===== src/verilog/rpm_regs.vh =====
/*
 * Register offsets, field positions, reset values and state codes of the
 * receive power meter configuration bank.
 * Assumes an 8-bit word address on a plain strobe port with 16-bit data.
 */
`ifndef RPM_REGS_VH
`define RPM_REGS_VH

// ****************************************************************
// Register word addresses
// ****************************************************************
`define RPM_ADDR_WIN_LOW 8'h14
`define RPM_ADDR_INT_LOW 8'h15
`define RPM_ADDR_START_DLY 8'h16
`define RPM_ADDR_CONFIG 8'h17
`define RPM_ADDR_TEST_VAL 8'h18
`define RPM_ADDR_RES_LOW 8'h20
`define RPM_ADDR_RES_MID 8'h21
`define RPM_ADDR_RES_LMSB 8'h22
`define RPM_ADDR_RES_UMSB 8'h23

// ****************************************************************
// Field positions
// ****************************************************************
`define RPM_DLY_MSB 8
`define RPM_DLY_LSB 0
`define RPM_DLN_MSB 14
`define RPM_DLN_LSB 9
`define RPM_WINH_MSB 15
`define RPM_WINH_LSB 11
`define RPM_INTH_MSB 10
`define RPM_INTH_LSB 8
`define RPM_INTM_MSB 7
`define RPM_INTM_LSB 6
`define RPM_SSEL_MSB 2
`define RPM_SSEL_LSB 0

// ****************************************************************
// Reset values and constants
// ****************************************************************
`define RPM_RST16 16'h0000
`define RPM_RST9 9'h000
`define RPM_RST6 6'h00
`define RPM_RST5 5'h00
`define RPM_RST3 3'h0
`define RPM_RST_RES 58'h000_0000_0000_0000
`define RPM_ZERO24 24'h00_0000
`define RPM_ONE24 24'h00_0001
`define RPM_ONE6 6'h01

// ****************************************************************
// Meter sequencer states
// ****************************************************************
`define RPM_ST_IDLE 2'h0
`define RPM_ST_DELAY 2'h1
`define RPM_ST_MEAS 2'h2
`define RPM_ST_WAIT 2'h3

`endif

===== src/verilog/rpm_config_regs.v =====
/*
 * Receive power meter configuration and result registers, with the meter
 * sequencer, the 64-sample variable delay line and the self-test source.
 * Assumes samples and sync lines synchronous to sys_clk, and a bus master
 * that issues one-cycle read or write strobes, never both at once.
 */

`include "rpm_regs.vh"

module rpm_config_regs (
	input wire sys_clk,
	input wire rst,
	input wire [7:0] reg_addr,
	input wire [15:0] reg_wdata,
	input wire reg_wr,
	input wire reg_rd,
	output reg [15:0] reg_rdata_q,
	input wire [15:0] sample_in,
	input wire sample_valid,
	input wire [7:0] sync_in,
	input wire test_enable,
	output reg [15:0] delayed_out_q,
	output reg [15:0] test_out_q,
	output reg meas_done_q
);

	// ****************************************************************
	// Helpers
	// ****************************************************************
	function [23:0] rpm_units8;
		input [20:0] v;
		begin
			rpm_units8 = {v, 3'h0};
		end
	endfunction

	// ****************************************************************
	// Configuration registers
	// ****************************************************************
	reg [15:0] win_low_q;
	reg [15:0] int_low_q;
	reg [8:0] dly_q;
	reg [5:0] dln_q;
	reg [4:0] winh_q;
	reg [4:0] inth_q;
	reg [2:0] ssel_q;
	reg [15:0] tst_q;

	always @(posedge sys_clk or posedge rst)
	begin
		if (rst)
		begin
			win_low_q <= `RPM_RST16;
			int_low_q <= `RPM_RST16;
			dly_q <= `RPM_RST9;
			dln_q <= `RPM_RST6;
			winh_q <= `RPM_RST5;
			inth_q <= `RPM_RST5;
			ssel_q <= `RPM_RST3;
			tst_q <= `RPM_RST16;
		end
		else if (reg_wr)
		begin
			case (reg_addr)
				`RPM_ADDR_WIN_LOW:
					win_low_q <= reg_wdata;
				`RPM_ADDR_INT_LOW:
					int_low_q <= reg_wdata;
				`RPM_ADDR_START_DLY:
				begin
					dly_q <= reg_wdata[`RPM_DLY_MSB:`RPM_DLY_LSB];
					dln_q <= reg_wdata[`RPM_DLN_MSB:`RPM_DLN_LSB];
				end
				`RPM_ADDR_CONFIG:
				begin
					winh_q <= reg_wdata[`RPM_WINH_MSB:`RPM_WINH_LSB];
					inth_q <= {reg_wdata[`RPM_INTH_MSB:`RPM_INTH_LSB],
						reg_wdata[`RPM_INTM_MSB:`RPM_INTM_LSB]};
					ssel_q <= reg_wdata[`RPM_SSEL_MSB:`RPM_SSEL_LSB];
				end
				`RPM_ADDR_TEST_VAL:
					tst_q <= reg_wdata;
				default:
					tst_q <= tst_q;
			endcase
		end
	end

	// ****************************************************************
	// Sync selection and lengths in samples
	// ****************************************************************
	wire sync_sel;
	wire [23:0] win_len;
	wire [23:0] int_len;
	wire [23:0] dly_len;

	assign sync_sel = sync_in[ssel_q];
	assign win_len = rpm_units8({winh_q, win_low_q});
	assign int_len = rpm_units8({inth_q, int_low_q});
	assign dly_len = rpm_units8({12'h000, dly_q});

	// ****************************************************************
	// Power meter sequencer
	// ****************************************************************
	// A new sync re-arms the meter even mid-window; the partial sum is
	// dropped so a result never mixes two timing references.
	reg [1:0] state_q;
	reg [23:0] cnt_q;
	reg [23:0] per_q;
	reg [57:0] acc_q;
	reg [57:0] result_q;
	wire signed [15:0] s_w;
	wire signed [31:0] prod_w;
	wire [57:0] acc_next;

	assign s_w = sample_in;
	assign prod_w = s_w * s_w;
	assign acc_next = acc_q + {26'h000_0000, prod_w};

	always @(posedge sys_clk or posedge rst)
	begin
		if (rst)
		begin
			state_q <= `RPM_ST_IDLE;
			cnt_q <= `RPM_ZERO24;
			per_q <= `RPM_ZERO24;
			acc_q <= `RPM_RST_RES;
			result_q <= `RPM_RST_RES;
			meas_done_q <= 1'b0;
		end
		else
		begin
			meas_done_q <= 1'b0;
			if (sync_sel && win_len != `RPM_ZERO24)
			begin
				state_q <= `RPM_ST_DELAY;
				cnt_q <= `RPM_ZERO24;
			end
			else
			begin
				case (state_q)
					`RPM_ST_IDLE:
						state_q <= `RPM_ST_IDLE;
					`RPM_ST_DELAY:
						if (sample_valid)
						begin
							if (cnt_q == dly_len)
							begin
								state_q <= `RPM_ST_MEAS;
								cnt_q <= `RPM_ZERO24;
								per_q <= `RPM_ZERO24;
								acc_q <= `RPM_RST_RES;
							end
							else
								cnt_q <= cnt_q + `RPM_ONE24;
						end
					`RPM_ST_MEAS:
						if (sample_valid)
						begin
							cnt_q <= cnt_q + `RPM_ONE24;
							per_q <= per_q + `RPM_ONE24;
							acc_q <= acc_next;
							if (cnt_q + `RPM_ONE24 == win_len)
							begin
								result_q <= acc_next;
								meas_done_q <= 1'b1;
								if (int_len != `RPM_ZERO24)
									state_q <= `RPM_ST_WAIT;
								else
									state_q <= `RPM_ST_IDLE;
							end
						end
					`RPM_ST_WAIT:
						if (sample_valid)
						begin
							// Interval shorter than the window restarts at once
							if (per_q + `RPM_ONE24 >= int_len)
							begin
								state_q <= `RPM_ST_MEAS;
								cnt_q <= `RPM_ZERO24;
								per_q <= `RPM_ZERO24;
								acc_q <= `RPM_RST_RES;
							end
							else
								per_q <= per_q + `RPM_ONE24;
						end
					default:
						state_q <= `RPM_ST_IDLE;
				endcase
			end
		end
	end

	// ****************************************************************
	// Variable delay line
	// ****************************************************************
	// The offset only moves on the chosen sync, so software can change it
	// at any time without a glitch in the delayed stream.
	reg [15:0] dline_mem [0:63];
	reg [5:0] wptr_q;
	reg [5:0] off_q;
	wire [5:0] rptr;

	assign rptr = wptr_q - `RPM_ONE6 - off_q;

	always @(posedge sys_clk)
	begin
		if (sample_valid)
			dline_mem[wptr_q] <= sample_in;
	end

	always @(posedge sys_clk or posedge rst)
	begin
		if (rst)
		begin
			wptr_q <= `RPM_RST6;
			off_q <= `RPM_RST6;
			delayed_out_q <= `RPM_RST16;
		end
		else
		begin
			if (sync_sel)
				off_q <= dln_q;
			if (sample_valid)
			begin
				wptr_q <= wptr_q + `RPM_ONE6;
				delayed_out_q <= dline_mem[rptr];
			end
		end
	end

	// ****************************************************************
	// Self-test source
	// ****************************************************************
	always @(posedge sys_clk or posedge rst)
	begin
		if (rst)
			test_out_q <= `RPM_RST16;
		else if (test_enable)
			test_out_q <= tst_q;
		else
			test_out_q <= `RPM_RST16;
	end

	// ****************************************************************
	// Read port
	// ****************************************************************
	// Reading the low word freezes the whole result; the upper words come
	// from that copy, so a window ending mid-sequence cannot tear it.
	reg [57:0] shadow_q;

	always @(posedge sys_clk or posedge rst)
	begin
		if (rst)
		begin
			reg_rdata_q <= `RPM_RST16;
			shadow_q <= `RPM_RST_RES;
		end
		else if (reg_rd)
		begin
			case (reg_addr)
				`RPM_ADDR_WIN_LOW:
					reg_rdata_q <= win_low_q;
				`RPM_ADDR_INT_LOW:
					reg_rdata_q <= int_low_q;
				`RPM_ADDR_START_DLY:
					reg_rdata_q <= {1'b0, dln_q, dly_q};
				`RPM_ADDR_CONFIG:
					reg_rdata_q <= {winh_q, inth_q[4:2], inth_q[1:0],
						3'h0, ssel_q};
				`RPM_ADDR_TEST_VAL:
					reg_rdata_q <= tst_q;
				`RPM_ADDR_RES_LOW:
				begin
					reg_rdata_q <= result_q[15:0];
					shadow_q <= result_q;
				end
				`RPM_ADDR_RES_MID:
					reg_rdata_q <= shadow_q[31:16];
				`RPM_ADDR_RES_LMSB:
					reg_rdata_q <= shadow_q[47:32];
				`RPM_ADDR_RES_UMSB:
					reg_rdata_q <= {6'h00, shadow_q[57:48]};
				default:
					reg_rdata_q <= `RPM_RST16;
			endcase
		end
		else
			reg_rdata_q <= `RPM_RST16;
	end

endmodule // rpm_config_regs


===== config.mk =====
export PLATFORM = sky130hd
export DESIGN_NAME = rpm_config_regs
export DESIGN_NICKNAME = d
export VERILOG_FILES = /design/src/verilog/rpm_config_regs.v
export VERILOG_INCLUDE_DIRS = /design/src /design/src/verilog
export SDC_FILE = /design/constraint.sdc
export NUM_CORES = 2
export LEC_CHECK = 0
export BUFFER_PORTS_ARGS = -buffer_cell sky130_fd_sc_hd__buf_2
export CORE_ASPECT_RATIO = 0.5
export CORE_MARGIN = 1
export CORE_UTILIZATION = 63
export CTS_CLUSTER_SIZE = 25
export DETAILED_ROUTE_END_ITERATION = 8
export HOLD_SLACK_MARGIN = 0.12
export MAX_ROUTING_LAYER = met4
export PLACE_DENSITY = 0.87
export SLEW_MARGIN = 20
export SYNTH_ARGS = -nofsm -noshare
export SYNTH_HDL_FRONTEND = slang
export SYNTH_SLANG_ARGS = --single-unit

===== constraint.sdc =====
create_clock -name sys_clk -period 11.9 [get_ports sys_clk]
set_input_delay 1.19 -clock sys_clk [delete_from_list [all_inputs] [get_ports sys_clk]]
set_output_delay 1.19 -clock sys_clk [all_outputs]
set_load 0.05 [all_outputs]

==> summary.txt <==
Layout
  – Share of cells above drive strength 1: 21.0%
  – Final nets: 4847
  – Multi-input gate area: 24900 µm²
  – Layout fillers: around 5800
  – Syn-to-layout area delta: 9.70%
  – Storage element area: around 40000 µm²
  – Final instance area: 72900 µm²

Drt
  – Initial drt markers: 7768
  – Vias per inst: roughly 7.1
  – TritonRoute pass-1 iters: 9
  – Total number of vias: 42100
  – Routed WL: 200 mm
  – Detailed-route DRC error count: 8
  – Post-DRT Antenna Nets: 0
  – DR WL/cell: 33.7 µm

Critical path
  – Reg2reg start: wptr_q[1]
  – R2R setup slack: roughly 6.0 ns
  – R2r endpoint: delayed_out_q[14]
  – Worst-path fanout max: 43
  – CP max-delay cell: fa_1
  – Worst r2r path cells: 9
  – Critical path class: input port to flip-flop
  – Crit path capture: result_q[38]
  – Max stage delay on crit path: between 0.5 and 0.6 ns
  – Worst setup path start: sample_in[3]
  – Crit-path most repeated cell: fa_1
  – WP data required: ~13 ns
  – Data arrival, critical path: 10.51 ns
  – Element type at the critical path end: flip-flop
  – Element type at the critical path start: input port

Synthesis
  – Mapped Avg Cell Area: 15.5 µm²
  – Synth unique cells: 78
  – Post-synth ARST share: about a quarter
  – Post-synth top area cell: edfxtp_1
  – Post-Syn Instances: about 4300
  – Main synth FF type: edfxtp_1
  – Post-synth top cells: edfxtp_1, inv_1, dfrtp_1, mux4_2, fa_1
  – Register area share after synthesis: between 50 and 60%
  – Mapped Nets: between 4000 and 5000
  – Top post-synthesis cells by area: edfxtp_1, dfrtp_1, mux4_2
  – Yosys warns: 0
  – Yosys reg bits: ~1400
  – Syn Std Cell Area: between 60000 and 70000 µm²
  – Number of flops mapped to enable cells by yosys: around 1000
  – Cell with the most instances after synthesis: edfxtp_1
  – Post-synth top area share: 46.3%

STA
  – Fin crit period: around 9.9 ns
  – Slew @ Worst Pin: approximately 1.2 ns
  – Achievable Freq: about 100 MHz
  – Post-route setup TNS: 0 ns
  – Final period util: 83.1%
  – Unrepaired setup endpoints after global routing: no
  – Final hold viol count: 0
  – Slew HR: between 10% and 20%
  – Fin. max-slew vios: 0
  – # setup viols final: 0
  – Setup Skew: slightly below 0.05 ns

CTS
  – Clock H-tree levels: 3
  – Total CTS buffers: approximately 110
  – Clk_lat worst skew: 0.77 ns
  – Sink Count: between 1000 and 1500
  – CTS Buffer Depth: 3
  – CTS Root Cell: clkbuf_16
  – Post-CTS Setup Inserts: 0
  – CTS clk-pin slew, worst paths: roughly 0.070 ns
  – CTS tree: yes
  – Hold_buf cts: 0
  – CTS resizes: 0

GRT
  – GRT Residual Overflow: 0
  – Maximum number of pins on one net before global-route repair: 174
  – First-pass GRT wire length: 291 mm
  – Initial antenna violation count: 14
  – Gr usage total: around two fifths
  – Vias in the first global route: about 43000

Flow run
  – Max-cap violations: 0

Status
  – Outcome: complete, but fails checks
  – Failing checks: design-rule violations

Die
  – Die width: around 460 µm
  – Initial Utilization: between 60 and 70%
  – Std-Cell Rows: 83
  – Die footprint: 107000 µm²
  – Ports: approximately 100
  – Vert. Die Dim: roughly 230 µm
  – Core ar.: a little over 100000 µm²

Placement
  – DP HPWL: between 100 and 150 mm
  – GP Congestion: between 1 and 1.5
  – Placed cell areas: between 60000 and 70000 µm²
  – I/O Buffers: 102

Hold path
  – Min-delay worst type: flip-flop to flip-flop
-- worst max-delay path: cells and delay by family --
kind	cells	cell delay, ns
fa+ha+maj	8	3.66
compound gates	10	2.30
simple gates	4	1.37
buf+inv	5	1.33
mux	1	0.31
xor+xnor	2	0.30
-- worst min path at each step --
stage / from / to / slack, ns / depth (start not counted)
after floorplan: result_q[36] / result_q[36] / 0.45 / 1
after global placement: result_q[37] / result_q[37] / 0.47 / 1
after detailed placement: result_q[44] / result_q[44] / 0.47 / 1
after CTS: result_q[44] / result_q[44] / 0.49 / 1
after global routing: result_q[41] / result_q[41] / 0.50 / 1
final: result_q[44] / result_q[44] / 0.49 / 1
-- area by class of cell --
| cell class | count | share of cell area (%) |
|---|---|---|
| flip-flops and latches | 1369 | 54.0 |
| multi-input cells | 2308 | 34.2 |
| inverters | 402 | 2.08 |
| well taps | 1402 | 2.41 |
| repair buffers | 211 | 1.92 |
| clock inverters | 64 | 1.16 |
| clock buffers | 147 | 4.19 |
| diodes | 15 | 0.0515 |
-- through the flow --
stage	util (%)	instances	hold slack, ns	setup WS (ns)
after global placement	66.6	5691	0.467	1.78
after CTS	70.4	5903	0.490	2.16
after detailed placement	66.6	5692	0.475	1.48
after floorplan	-	4274	0.454	1.14
final	70.4	5918	0.488	2.01
after global routing	70.4	5917	0.503	1.33
-- layout by cell type (no fill, tap or decap), types with 17 or more instances in the layout --
cell and instances:
a21o_1 28, a21oi_1 99, a221oi_1 17, a22o_1 56, a22oi_1 23, a31oi_1 37
and2_1 77, and3_1 26, buf_2 102, buf_4 103, clkbuf_1 22, clkbuf_16 111
clkinv_2 17, dfrtp_1 345, edfxtp_1 1024, fa_1 238, ha_1 150, inv_1 401
mux2_2 190, mux2i_1 21, mux4_2 326, nand2_1 194, nand2b_1 18, nand3_1 48
nand4_1 37, nor2_1 172, nor3_1 30, nor4_1 19, o211ai_1 34, o21a_1 18
o21ai_0 107, or3_1 19, xnor2_1 116, xor2_1 45
-- flip-flops by register name, summed over array words and instances (netlist names), 6 cells and up --
register	flops
cnt_q	24
int_low_q	16
acc_q	58
tst_q	16
shadow_q	42
dline_mem	1024
dln_q	6
test_out_q	16
wptr_q	6
dly_q	9
off_q	6
win_low_q	16
result_q	58
reg_rdata_q	16
per_q	24
delayed_out_q	16
-- cells by family (layout without fill, tap and decap cells) --
family	Yosys count	in the layout	share of synthesized area, %
DFF	1369	1369	59.3
and+or+nand+nor	710	710	5.28
buffers and inverters	597	824	3.45
muxes	546	546	14.7
AOI/OAI and AO/OA	497	497	5.04
adders and majority gates	390	390	10.0
xor gates and xnor gates	165	165	2.17
other	0	15	0
-- metal layers --
layer  vias up  routed length [µm]  track usage, %
met4         0               13500            20.4
met1     20800               66000            49.2
met3      1056               29100            11.8
met2      4083               91000            58.2
met5         -                   0               -
li1      16200                   -               -
Power is not shown: default switching activity piles up to over one toggle a cycle in this logic, so the estimate is an artifact.
